===== src/verilog/meq_defs.svh =====
`ifndef MEQ_DEFS_SVH
`define MEQ_DEFS_SVH
// ----------------------------------------
// Register byte offsets
// ----------------------------------------
`define MEQ_OFF_SEL_A 8'h00
`define MEQ_OFF_SEL_B 8'h04
`define MEQ_OFF_CFG0 8'h10
`define MEQ_OFF_CNT0 8'h14
`define MEQ_OFF_CFG1 8'h18
`define MEQ_OFF_CNT1 8'h1C
`define MEQ_RST_WORD 32'h0000_0000
`define MEQ_RESP_OK 2'h0
`define MEQ_RESP_ERR 2'h2
// ----------------------------------------
// Field positions
// ----------------------------------------
`define MEQ_CODE_HI 31
`define MEQ_CODE_LO 25
`define MEQ_MASK_HI 24
`define MEQ_MASK_LO 9
`define MEQ_CSEL_HI 15
`define MEQ_CSEL_LO 13
`define MEQ_CFG_EN 12
`define MEQ_CFG_USE_B 11
`define MEQ_CFG_RETIRE 10
// ----------------------------------------
// Event codes and counter select codes
// ----------------------------------------
`define MEQ_EV_STORE 7'h05
`define MEQ_EV_LOAD 7'h03
`define MEQ_EV_WALK 7'h01
`define MEQ_EV_CACHE 7'h0C
`define MEQ_EV_ALLOC 7'h03
`define MEQ_CS_REPLAY 3'h2
`define MEQ_CS_WALK 3'h4
`define MEQ_CS_CACHE 3'h7
`define MEQ_CS_ALLOC 3'h6
`endif


===== src/verilog/meq_pkg.sv =====
package meq_pkg;
	// Bus slave state
	typedef struct packed {
		logic awready;
		logic wready;
		logic arready;
		logic aw_got;
		logic w_got;
		logic [7:0] awaddr;
		logic [31:0] wdata;
		logic [3:0] wstrb;
		logic wr_pulse;
		logic bvalid;
		logic [1:0] bresp;
		logic [7:0] araddr;
		logic rd_req;
		logic rvalid;
		logic [31:0] rdata;
		logic [1:0] rresp;
	} meq_axil_t;
	// Register file state
	typedef struct packed {
		logic [31:0] sel_a;
		logic [31:0] sel_b;
		logic [1:0][31:0] cfg;
		logic [1:0][31:0] cnt;
	} meq_regs_t;
endpackage


===== src/verilog/meq_event_match.sv =====
`include "meq_defs.svh"
module meq_event_match (
	input wire logic [6:0] code, // Event select code
	input wire logic [15:0] mask, // Qualifying mask
	input wire logic [2:0] csel, // Counter select code
	input wire logic st_split, // Split store replay
	input wire logic [5:0] ld_cause, // Load replay causes
	input wire logic walk_d, // Data walk
	input wire logic walk_i, // Instruction walk
	input wire logic cr_valid, // Cache reference seen
	input wire logic cr_load, // Reference is a load
	input wire logic cr_own, // Reference is ownership req
	input wire logic cr_l3, // Third level, else second
	input wire logic [2:0] cr_hit, // Hit S/E/M one-hot
	input wire logic cr_miss, // Lookup missed
	input wire logic cr_wb, // Writeback lookup
	input wire logic al_valid, // Queue allocation
	input wire logic [4:0] al_req, // Request type field
	input wire logic al_read, // Read entry
	input wire logic al_write, // Write entry
	input wire logic [1:0] al_mem, // Memory type field
	output logic hit // Selected event qualified
);
	logic cr_rd;
	logic req_any;
	// ----------------------------------------
	// Per event qualification
	// ----------------------------------------
	// Status is taken live, so a reclassified prefetch counts as now
	always_comb begin
		cr_rd = cr_valid & (cr_load | cr_own);
		req_any = |(mask[4:0] & al_req);
		hit = 1'b0;
		if (code == `MEQ_EV_STORE && csel == `MEQ_CS_REPLAY) begin
			hit = mask[1] & st_split;
		end else if (code == `MEQ_EV_LOAD && csel == `MEQ_CS_REPLAY) begin
			hit = (mask[1] & ld_cause[1]) | (mask[3] & ld_cause[3])
				| (mask[4] & ld_cause[4])
				| (mask[5] & ld_cause[5]);
		end else if (code == `MEQ_EV_WALK && csel == `MEQ_CS_WALK) begin
			hit = (mask[0] & walk_d) | (mask[1] & walk_i);
		end else if (code == `MEQ_EV_CACHE && csel == `MEQ_CS_CACHE) begin
			hit = (cr_rd & ~cr_l3 & |(mask[2:0] & cr_hit))
				| (cr_rd & cr_l3 & |(mask[5:3] & cr_hit))
				| (cr_rd & cr_miss & ~cr_l3 & mask[8])
				| (cr_rd & cr_miss & cr_l3 & mask[9])
				| (cr_valid & cr_wb & cr_miss & ~cr_l3 & mask[10]);
		end else if (code == `MEQ_EV_ALLOC && csel == `MEQ_CS_ALLOC) begin
			// One count per allocation, retries included
			hit = al_valid
				& (req_any | (mask[5] & al_read)
				| (mask[6] & al_write) | |(mask[8:7] & al_mem));
		end
	end
endmodule // meq_event_match


===== src/verilog/meq_axil.sv =====
`include "meq_defs.svh"
module meq_axil (
	input wire logic clk, // Core clock
	input wire logic rst, // Sync reset
	input wire logic ce, // Clock enable
	input wire logic awvalid, // Write address valid
	output logic awready, // Write address ready
	input wire logic [7:0] awaddr, // Write address
	input wire logic wvalid, // Write data valid
	output logic wready, // Write data ready
	input wire logic [31:0] wdata, // Write data
	input wire logic [3:0] wstrb, // Byte strobes
	output logic bvalid, // Write response valid
	input wire logic bready, // Write response ready
	output logic [1:0] bresp, // Write response
	input wire logic arvalid, // Read address valid
	output logic arready, // Read address ready
	input wire logic [7:0] araddr, // Read address
	output logic rvalid, // Read data valid
	input wire logic rready, // Read data ready
	output logic [31:0] rdata, // Read data
	output logic [1:0] rresp, // Read response
	output logic wr_pulse, // Apply write now
	output logic [7:0] wr_addr, // Held write address
	output logic [31:0] wr_data, // Held write data
	output logic [3:0] wr_strb, // Held strobes
	input wire logic wr_err, // Write address unmapped
	output logic [7:0] rd_addr, // Held read address
	input wire logic [31:0] rd_data, // Data at rd_addr
	input wire logic rd_err // Read address unmapped
);
	meq_pkg::meq_axil_t s;
	meq_pkg::meq_axil_t next_s;
	// ----------------------------------------
	// Handshakes, one write and one read open
	// ----------------------------------------
	always_comb begin
		next_s = s;
		next_s.wr_pulse = 1'b0;
		next_s.rd_req = 1'b0;
		if (awvalid && s.awready) begin
			next_s.awready = 1'b0;
			next_s.aw_got = 1'b1;
			next_s.awaddr = awaddr;
		end
		if (wvalid && s.wready) begin
			next_s.wready = 1'b0;
			next_s.w_got = 1'b1;
			next_s.wdata = wdata;
			next_s.wstrb = wstrb;
		end
		if (s.aw_got && s.w_got) begin
			next_s.aw_got = 1'b0;
			next_s.w_got = 1'b0;
			next_s.wr_pulse = 1'b1;
			next_s.bvalid = 1'b1;
			next_s.bresp = wr_err ? `MEQ_RESP_ERR : `MEQ_RESP_OK;
		end
		if (s.bvalid && bready) begin
			next_s.bvalid = 1'b0;
			next_s.awready = 1'b1;
			next_s.wready = 1'b1;
		end
		if (arvalid && s.arready) begin
			next_s.arready = 1'b0;
			next_s.araddr = araddr;
			next_s.rd_req = 1'b1;
		end
		// Data captured a cycle late so decode sees a held address
		if (s.rd_req) begin
			next_s.rvalid = 1'b1;
			next_s.rdata = rd_data;
			next_s.rresp = rd_err ? `MEQ_RESP_ERR : `MEQ_RESP_OK;
		end
		if (s.rvalid && rready) begin
			next_s.rvalid = 1'b0;
			next_s.arready = 1'b1;
		end
	end
	// State register
	always_ff @(posedge clk) begin
		if (rst) begin
			s <= '0;
			s.awready <= 1'b1;
			s.wready <= 1'b1;
			s.arready <= 1'b1;
		end else if (ce) begin
			s <= next_s;
		end
	end
	// Outputs straight from state
	assign awready = s.awready;
	assign wready = s.wready;
	assign arready = s.arready;
	assign bvalid = s.bvalid;
	assign bresp = s.bresp;
	assign rvalid = s.rvalid;
	assign rdata = s.rdata;
	assign rresp = s.rresp;
	assign wr_pulse = s.wr_pulse;
	assign wr_addr = s.awaddr;
	assign wr_data = s.wdata;
	assign wr_strb = s.wstrb;
	assign rd_addr = s.araddr;
endmodule // meq_axil


===== src/verilog/meq_top.sv =====
// The AXI4-Lite interface to the registers and the placing of the registers were decided locally.
`include "meq_defs.svh"
module meq_top (
	input wire logic SYS_CLK, // Core clock
	input wire logic SYS_RST, // Sync reset, high
	input wire logic CE, // Freezes all state when low
	input wire logic AWVALID, // Write address valid
	output logic AWREADY, // Write address ready
	input wire logic [7:0] AWADDR, // Write address
	input wire logic WVALID, // Write data valid
	output logic WREADY, // Write data ready
	input wire logic [31:0] WDATA, // Write data
	input wire logic [3:0] WSTRB, // Byte strobes
	output logic BVALID, // Write response valid
	input wire logic BREADY, // Write response ready
	output logic [1:0] BRESP, // Write response
	input wire logic ARVALID, // Read address valid
	output logic ARREADY, // Read address ready
	input wire logic [7:0] ARADDR, // Read address
	output logic RVALID, // Read data valid
	input wire logic RREADY, // Read data ready
	output logic [31:0] RDATA, // Read data
	output logic [1:0] RRESP, // Read response
	input wire logic STORE_SPLIT_REPLAY, // Split store replayed
	input wire logic [5:0] LOAD_REPLAY_CAUSE, // Load replay causes
	input wire logic WALK_DATA_MISS, // Walk for data miss
	input wire logic WALK_INSTR_MISS, // Walk for instr miss
	input wire logic CR_VALID, // Cache reference seen
	input wire logic CR_LOAD, // Reference is a load
	input wire logic CR_OWN_REQ, // Ownership request
	input wire logic CR_L3, // Third level lookup
	input wire logic [2:0] CR_HIT, // Hit S/E/M one-hot
	input wire logic CR_MISS, // Lookup missed
	input wire logic CR_WB_LOOKUP, // Writeback lookup
	input wire logic AL_VALID, // Queue allocation
	input wire logic [4:0] AL_REQ, // Request type
	input wire logic AL_READ, // Read entry
	input wire logic AL_WRITE, // Write entry
	input wire logic [1:0] AL_MEM // Memory type
);
	meq_pkg::meq_regs_t r;
	meq_pkg::meq_regs_t next_r;
	logic wr_pulse;
	logic [7:0] wr_addr;
	logic [31:0] wr_data;
	logic [3:0] wr_strb;
	logic wr_err;
	logic [7:0] rd_addr;
	logic [31:0] rd_data;
	logic rd_err;
	logic [1:0] inc;
	logic [1:0][31:0] sel;

	// ----------------------------------------
	// Bus slave
	// ----------------------------------------
	meq_axil u_axil (
		.clk(SYS_CLK),
		.rst(SYS_RST),
		.ce(CE),
		.awvalid(AWVALID),
		.awready(AWREADY),
		.awaddr(AWADDR),
		.wvalid(WVALID),
		.wready(WREADY),
		.wdata(WDATA),
		.wstrb(WSTRB),
		.bvalid(BVALID),
		.bready(BREADY),
		.bresp(BRESP),
		.arvalid(ARVALID),
		.arready(ARREADY),
		.araddr(ARADDR),
		.rvalid(RVALID),
		.rready(RREADY),
		.rdata(RDATA),
		.rresp(RRESP),
		.wr_pulse(wr_pulse),
		.wr_addr(wr_addr),
		.wr_data(wr_data),
		.wr_strb(wr_strb),
		.wr_err(wr_err),
		.rd_addr(rd_addr),
		.rd_data(rd_data),
		.rd_err(rd_err)
	);

	// Byte lane merge for partial writes
	function automatic logic [31:0] merge(input logic [31:0] old,
		input logic [31:0] val, input logic [3:0] strb);
		logic [31:0] res;
		res = old;
		for (int b = 0; b < 4; b++) begin
			if (strb[b]) begin
				res[b*8 +: 8] = val[b*8 +: 8];
			end
		end
		return res;
	endfunction

	// ----------------------------------------
	// Event qualification per counter
	// ----------------------------------------
	genvar gi;
	generate
		for (gi = 0; gi < 2; gi++) begin : g_ctr
			logic hit;
			logic blocked;
			// Counter picks control a or b by its own config
			assign sel[gi] = r.cfg[gi][`MEQ_CFG_USE_B] ? r.sel_b : r.sel_a;
			meq_event_match u_match (
				.code(sel[gi][`MEQ_CODE_HI:`MEQ_CODE_LO]),
				.mask(sel[gi][`MEQ_MASK_HI:`MEQ_MASK_LO]),
				.csel(r.cfg[gi][`MEQ_CSEL_HI:`MEQ_CSEL_LO]),
				.st_split(STORE_SPLIT_REPLAY),
				.ld_cause(LOAD_REPLAY_CAUSE),
				.walk_d(WALK_DATA_MISS),
				.walk_i(WALK_INSTR_MISS),
				.cr_valid(CR_VALID),
				.cr_load(CR_LOAD),
				.cr_own(CR_OWN_REQ),
				.cr_l3(CR_L3),
				.cr_hit(CR_HIT),
				.cr_miss(CR_MISS),
				.cr_wb(CR_WB_LOOKUP),
				.al_valid(AL_VALID),
				.al_req(AL_REQ),
				.al_read(AL_READ),
				.al_write(AL_WRITE),
				.al_mem(AL_MEM),
				.hit(hit)
			);
			// Retirement store counting is only valid through control b
			assign blocked = r.cfg[gi][`MEQ_CFG_RETIRE]
				& ~r.cfg[gi][`MEQ_CFG_USE_B]
				& (sel[gi][`MEQ_CODE_HI:`MEQ_CODE_LO] == `MEQ_EV_STORE);
			assign inc[gi] = r.cfg[gi][`MEQ_CFG_EN] & hit & ~blocked;
		end
	endgenerate

	// ----------------------------------------
	// Address decode
	// ----------------------------------------
	always_comb begin
		rd_err = 1'b0;
		rd_data = `MEQ_RST_WORD;
		if (rd_addr == `MEQ_OFF_SEL_A) begin
			rd_data = r.sel_a;
		end else if (rd_addr == `MEQ_OFF_SEL_B) begin
			rd_data = r.sel_b;
		end else if (rd_addr == `MEQ_OFF_CFG0) begin
			rd_data = r.cfg[0];
		end else if (rd_addr == `MEQ_OFF_CNT0) begin
			rd_data = r.cnt[0];
		end else if (rd_addr == `MEQ_OFF_CFG1) begin
			rd_data = r.cfg[1];
		end else if (rd_addr == `MEQ_OFF_CNT1) begin
			rd_data = r.cnt[1];
		end else begin
			rd_err = 1'b1;
		end
	end

	// Unmapped writes answer with an error and change nothing
	always_comb begin
		wr_err = 1'b1;
		if (wr_addr == `MEQ_OFF_SEL_A) begin
			wr_err = 1'b0;
		end else if (wr_addr == `MEQ_OFF_SEL_B) begin
			wr_err = 1'b0;
		end else if (wr_addr == `MEQ_OFF_CFG0 || wr_addr == `MEQ_OFF_CNT0) begin
			wr_err = 1'b0;
		end else if (wr_addr == `MEQ_OFF_CFG1 || wr_addr == `MEQ_OFF_CNT1) begin
			wr_err = 1'b0;
		end
	end

	// ----------------------------------------
	// Register and counter update
	// ----------------------------------------
	// Software load of a counter wins over an increment that cycle
	always_comb begin
		next_r = r;
		for (int i = 0; i < 2; i++) begin
			if (inc[i]) begin
				next_r.cnt[i] = r.cnt[i] + 32'h0000_0001;
			end
		end
		if (wr_pulse) begin
			if (wr_addr == `MEQ_OFF_SEL_A) begin
				next_r.sel_a = merge(r.sel_a, wr_data, wr_strb);
			end else if (wr_addr == `MEQ_OFF_SEL_B) begin
				next_r.sel_b = merge(r.sel_b, wr_data, wr_strb);
			end else if (wr_addr == `MEQ_OFF_CFG0) begin
				next_r.cfg[0] = merge(r.cfg[0], wr_data, wr_strb);
			end else if (wr_addr == `MEQ_OFF_CNT0) begin
				next_r.cnt[0] = merge(r.cnt[0], wr_data, wr_strb);
			end else if (wr_addr == `MEQ_OFF_CFG1) begin
				next_r.cfg[1] = merge(r.cfg[1], wr_data, wr_strb);
			end else if (wr_addr == `MEQ_OFF_CNT1) begin
				next_r.cnt[1] = merge(r.cnt[1], wr_data, wr_strb);
			end
		end
	end

	// State register
	always_ff @(posedge SYS_CLK) begin
		if (SYS_RST) begin
			r <= '0;
		end else if (CE) begin
			r <= next_r;
		end
	end

	logic [6:0] code0;
	logic [15:0] mask0;
	logic [2:0] csel0;
	logic en0;
	logic cnt0_wr;
	assign code0 = sel[0][`MEQ_CODE_HI:`MEQ_CODE_LO];
	assign mask0 = sel[0][`MEQ_MASK_HI:`MEQ_MASK_LO];
	assign csel0 = r.cfg[0][`MEQ_CSEL_HI:`MEQ_CSEL_LO];
	assign en0 = r.cfg[0][`MEQ_CFG_EN];
	assign cnt0_wr = wr_pulse && wr_addr == `MEQ_OFF_CNT0;
endmodule // meq_top


===== config.mk =====
export PLATFORM = sky130hd
export DESIGN_NAME = meq_top
export DESIGN_NICKNAME = d
export VERILOG_FILES = /design/src/verilog/meq_pkg.sv /design/src/verilog/meq_event_match.sv /design/src/verilog/meq_axil.sv /design/src/verilog/meq_top.sv
export VERILOG_INCLUDE_DIRS = /design/src /design/src/verilog
export SDC_FILE = /design/constraint.sdc
export NUM_CORES = 1
export LEC_CHECK = 0
export ABC_CLOCK_PERIOD_IN_PS = 3200
export BUFFER_PORTS_ARGS = -buffer_cell sky130_fd_sc_hd__buf_2
export CAP_MARGIN = 20
export CELL_PAD_IN_SITES_DETAIL_PLACEMENT = 0
export CELL_PAD_IN_SITES_GLOBAL_PLACEMENT = 1
export CORE_MARGIN = 2
export CORE_UTILIZATION = 40
export DETAILED_ROUTE_END_ITERATION = 6
export PLACE_DENSITY = 0.81
export REMOVE_ABC_BUFFERS = 1
export SKIP_CTS_REPAIR_TIMING = 1
export SYNTH_ARGS = -nofsm -noshare
export SYNTH_HDL_FRONTEND = slang
export SYNTH_SLANG_ARGS = --single-unit

===== constraint.sdc =====
create_clock -name SYS_CLK -period 3.2 [get_ports SYS_CLK]
set_input_delay 0.64 -clock SYS_CLK [delete_from_list [all_inputs] [get_ports SYS_CLK]]
set_output_delay 0.64 -clock SYS_CLK [all_outputs]
set_load 0.05 [all_outputs]

======== After elaboration in Yosys (flattened, before gate mapping) ========
Index checks and enable logic that the tools add are counted.
storage, ports and cells
  flip-flop bits (word level) ............. 289
  bits of input ports ..................... 88
  word-level logic and storage cells ...... 291
operators by class
  add/subtract/negate cells ............... 2
  eq/ne operators ......................... 34
  mux-type cells .......................... 57
  bitwise logic cells ..................... 87
  reductions and logical operators ........ 71
operator list
  operator                                                                number
  32-bit two-way mux                                                      14
  64-bit two-way mux                                                      4
  32-bit by 1-bit adder with 32-bit output (second input constant)        2
  8-bit by 5-bit equality test with 1-bit output (second input constant)  8
  1-bit bitwise AND                                                       47
  2-bit AND reduction                                                     20
  35-bit two-way mux                                                      1
  8-bit two-way mux                                                       4
  8-bit by 7-bit != test with 1-bit output (second input constant)        4
  8-bit AND reduction                                                     4
  1-bit two-way mux                                                       29
  6-bit by 5-bit != test with 1-bit output (second input constant)        4
  6-bit AND reduction                                                     4
  1-bit OR                                                                23
  5-bit AND reduction                                                     4
  3-bit equality test (second input constant)                             6
  8-bit by 3-bit equality test with 1-bit output (second input constant)  2
  1-bit logical AND                                                       16
  8-bit zero test                                                         2
  4-bit AND reduction                                                     4
  7-bit by 1-bit equality test with 1-bit output (second input constant)  2
  7-bit by 2-bit equality test with 1-bit output (second input constant)  2
  7-bit by 3-bit equality test with 1-bit output (second input constant)  2
  7-bit by 4-bit equality test with 1-bit output (second input constant)  2
  12 further kinds                                                        41

======== Logic depth before layout (Yosys ltp) ========
  word-level depth ........................ 22
  gate-level depth with buffers ........... 12

======== Cells and area by module ========
A second synthesis with hierarchy kept.
unflattened totals
  cells, all modules ...................... 1908
  area, all modules ....................... 16356.9 um^2
by module, submodules not included
  module           instances  cells an instance  area each (um^2)
  meq_top          1          1328               10994.3
  meq_axil         1          508                4854.7
  meq_event_match  2          36                 254.0

======== Worst setup path after synthesis ========
Ideal clock, no wire load.
  path kind ............................... register to register
  from .................................... register r[107] in the netlist's numbering
  to ...................................... register r[54] in the netlist's numbering
  data arrival time ....................... 2421 ps
  data required time ...................... 3065 ps
  setup slack ............................. 645 ps
  stages on the path, launching flop included .. 12
  buffers on the path ..................... 3
  cells stage by stage .................... dfxtp_1 > buf_6 > mux2_2 > a222oi_1 > nand4_1 > a21boi_1 > a211oi_2 > or2_1 > buf_2 > buf_6 > a311oi_1 > a211oi_1
on the way
  cells in the longest elaborated chain, start to end .. 22
RTL lines
  what                                              line                                          text
  from (decl)                                       meq_top.sv:41                                 meq_pkg::meq_regs_t r;
  from (signal assigned)                            meq_top.sv:211                                r <= next_r;
  32-bit two-way mux                                meq_top.sv:110                                assign sel[gi] = r.cfg[gi][`MEQ_CFG_USE_B] ? r.sel_b : r.sel_a;
  5-bit bitwise AND, or another cell as far along   meq_event_match.sv:32                         req_any = |(mask[4:0] & al_req);
  5-bit OR reduction, or another cell as far along  meq_event_match.sv:32
  1-bit OR, or another cell as far along            meq_event_match.sv:51                         & (req_any | (mask[5] & al_read)
  1-bit OR (on tied branches)                       meq_event_match.sv:52, meq_event_match.sv:44
  1-bit OR (on tied branches)                       meq_event_match.sv:52, meq_event_match.sv:45
  1-bit bitwise AND or 1-bit OR (tied branches)     meq_event_match.sv:51, meq_event_match.sv:46
  1-bit two-way mux or 1-bit OR (tied branches)     meq_event_match.sv:48, meq_event_match.sv:47
  [... 6 more ...]                                  -
  32-bit two-way mux *                              meq_top.sv:185                                if (inc[i]) begin
  32-bit two-way mux                                meq_top.sv:200                                end else if (wr_addr == `MEQ_OFF_CNT1) begin
  32-bit two-way mux                                meq_top.sv:198                                end else if (wr_addr == `MEQ_OFF_CFG1) begin
  32-bit two-way mux                                meq_top.sv:196                                end else if (wr_addr == `MEQ_OFF_CNT0) begin
  64-bit two-way mux                                meq_top.sv:194                                end else if (wr_addr == `MEQ_OFF_CFG0) begin
  64-bit two-way mux                                meq_top.sv:192                                end else if (wr_addr == `MEQ_OFF_SEL_B) begin
  64-bit two-way mux                                meq_top.sv:190                                if (wr_addr == `MEQ_OFF_SEL_A) begin
  64-bit two-way mux *                              meq_top.sv:189                                if (wr_pulse) begin
Every way passes the cells marked *; elsewhere a longest branch is shown, timed or not.
A chain may end at the register's enable or synchronous reset.

======== Final worst setup path ========
  from .................................... register r[75] in the netlist's numbering
  to ...................................... register r[8] in the netlist's numbering
on the way
  cells in the longest elaborated chain, start to end .. 20
RTL lines
  what                                              line                                          text
  32-bit two-way mux                                meq_top.sv:110
  5-bit bitwise AND, or another cell as far along   meq_event_match.sv:32
  5-bit OR reduction, or another cell as far along  meq_event_match.sv:32
  1-bit OR, or another cell as far along            meq_event_match.sv:51
  1-bit OR (on tied branches)                       meq_event_match.sv:52, meq_event_match.sv:44
  1-bit OR (on tied branches)                       meq_event_match.sv:52, meq_event_match.sv:45
  1-bit bitwise AND or 1-bit OR (tied branches)     meq_event_match.sv:51, meq_event_match.sv:46
  1-bit two-way mux or 1-bit OR (tied branches)     meq_event_match.sv:48, meq_event_match.sv:47
  [... 4 more ...]                                  -
  1-bit bitwise AND                                 meq_top.sv:137                                assign inc[gi] = r.cfg[gi][`MEQ_CFG_EN] & hit & ~blocked;
  1-bit bitwise AND *                               meq_top.sv:137
  32-bit two-way mux *                              meq_top.sv:185
  32-bit two-way mux                                meq_top.sv:196
  64-bit two-way mux                                meq_top.sv:194
  64-bit two-way mux                                meq_top.sv:192
  64-bit two-way mux                                meq_top.sv:190
  64-bit two-way mux *                              meq_top.sv:189
Marked as above.

==> results.md <==
- Leakage: 0.00660 µW
- Worst-Skew Late Latency: 510 ps
- Nets: 1957
- Synth top area share: 38.0%
- Clock Skew: 20.5 ps
- Largest net degree at the start of global routing: 128
- Htree depth: 2
- Period utilization: 98.5%
- Syn avg cell area: 8.51 µm²
- Synth Register Bits: 287
- Area grow syn2layout: 16.9%
- Register area share after synthesis: 38.0%
- Critical path origin: r[75]
- FFs w/ async S/R, synth: 0%
- Post-route setup slack: 47.5 ps
- Cell area after layout: 17700 µm²
- Pre-CTS setup slack: -24.0 ps
- PwrDens: 474 nW/µm²
- Max_slew headroom: 51.5%
- Top cells by area, synth: dfxtp_1, mux2i_1, nor2_1, mux4_2, nand2_1
- Max cap viols: 0
- Area leader, netlist: dfxtp_1
- Yosys synthesis warning count: 0
- Synth top cells by count: dfxtp_1, nor2_1, nand2_1
- Cell Rows: 71
- Placed wire-length estimate: 34.3 mm
- Hold wc startpoint: WDATA[0]
- Clock Tree Buf Depth: 3
- Critical Path Start Type: flop
- Multi-input gate area: 8560 µm²
- Root cell of the clock tree: clkbuf_16
- TritonCTS Sinks: 287
- Crit path capture type: flop
- Grt ovf: 0
- Die Wd: 198 µm
- Total global-route track usage: 25.1%
- CP Data Arrival Time: 3570 ps
- Port bufs: 124
- Initial antenna violation count: 0
- Synthesized area: 15100 µm²
- CTS buffer count: 34
- Fin cells: 2402
- FILL cells: 3683
- Routability cong.: 0.891
- First-pass GRT wire length: 77.5 mm
- DP Area: 16400 µm²
- Max Fclk: 317 MHz
- CTS tree: yes
- Initial drt markers: 1272
- Final Slew Violations: 0
- EDFF count, synth: 0
- Routed Antenna Nets: 0
- WL/cell: 20.8 µm
- Post-Syn Instances: 1777
- Via/cell ratio: 5.88
- Reg area: 5750 µm²
- Die Y-Extent: 198 µm
- VDD IR max: 0.000278 V
- Clock transition at path regs: 60 ps
- Slew @ Worst Pin: 720 ps
- Drt drc: 0
- Starting Density: 40.4%
- First-pass DRT Iterations: 6
- Layout cells sized above 1: 18.8%
- Final hold violations: 0
- Count leader, synth: dfxtp_1
- Crit path time final: 3150 ps
- Critical path type: reg2reg
- Status: finished, final reports clean
- Worst path required time: 3620 ps
- Die area: 39400 µm²
- Core area: 37500 µm²
- Synth unique cells: 87
- Dpl cells: 2342
- Ant. Diodes: 0
- Worst min-delay path class: in2reg
- WL final: 49.9 mm
- Worst-path maximum fanout: 20
- DR vias: 14100
- Final setup viols: 0
- Post-synth top flop: dfxtp_1
- R2R Path Start: r[75]
- IO Count: 129
- Vias in the first global route: 13300
-- cell type report --
cell class	instances	area share (%)
inverters	19	0.403
clock buffers	49	6.01
well taps	511	3.62
repair buffers	217	8.22
clock inverters	11	0.814
multi-input cells	1308	48.4
flip-flops and latches	287	32.5
-- state kept, by name (all words and copies together), names as in the netlist, 3 cells and up --
name / flops
u_axil.rdata: 32
u_axil.s: 3
u_axil.wr_data: 32
r: 188
u_axil.wr_strb: 4
csel0: 3
u_axil.rd_addr: 8
u_axil.wr_addr: 8
-- stage by stage --
stage | hold WS, ps | TNS [ps] | power [µW] | util [%]
2_1_floorplan | 430 | -34140 | 4040 | -
3_3_place_gp | 443 | 0 | 4330 | 43.9
3_5_place_dp | 449 | -24.0 | 4340 | 43.9
4_1_cts | 349 | -28.3 | 8450 | 47.1
5_1_grt | 358 | -66.0 | 8660 | 47.2
6_report | 362 | 0 | 8390 | 47.2
-- per-layer routing --
metal  global-route usage (%)  up-vias  part of all wire (%)
met3                     3.54       80                   6.5
met5                        0        -                     0
li1                         -     6696                     -
met2                     41.1      529                    47
met1                     34.0     6829                    44
met4                     8.29        0                   2.7
-- critical path, stage by stage, from the launching register on --
cell and delay (ps):
dfxtp_2 400, buf_4 150, mux2_2 370, a22oi_1 220, a21oi_1 110, o31ai_2 310, a21oi_1 170, buf_4 180
buf_12 150, or2_2 360, buf_4 180, a311o_1 350, o2111ai_1 100
-- power by group --
group,internal [µW],switching (µW),total (µW)
registers,3630,87.6,3720
clock network,2550,1570,4120
logic,165,384,549
total,6350,2040,8390
-- worst paths after layout --
| check | slack (ps) | end | cells after the start |
|---|---|---|---|
| min reg2reg | 450 | u_axil.rd_addr[5] | 2 |
| min | 360 | u_axil.wr_data[0] | 3 |
| max reg2reg | 50 | r[8] | 12 |
| max | 50 | r[8] | 12 |
-- cell families (layout without fill, tap and decap cells) --
kind of cell    after synthesis  count (layout)  synth area share (%)
compound gates              377             377                  17.0
fa+ha+maj                     2               2                 0.165
buf+inv                     183             296                  5.76
simple gates                712             712                  22.0
mux                         215             215                  17.0
flops                       287             287                  38.0
other cells                   1               2                0.0248
-- placed cells by master, fill, tap and decap left out, types with 15 or more instances in the layout --
cell / instances
nand3_1: 61
mux4_2: 32
mux2i_1: 166
and3_1: 35
a211oi_1: 47
clkbuf_16: 38
inv_1: 18
buf_4: 83
nor3_1: 73
nor2_1: 250
a21oi_1: 98
o22ai_1: 15
nand4_1: 20
nor4_1: 15
a31oi_1: 24
buf_2: 123
dfxtp_1: 284
nand2_1: 174
o21ai_0: 39
a22oi_1: 23
Note: power is estimated with default switching activity, not from simulation.
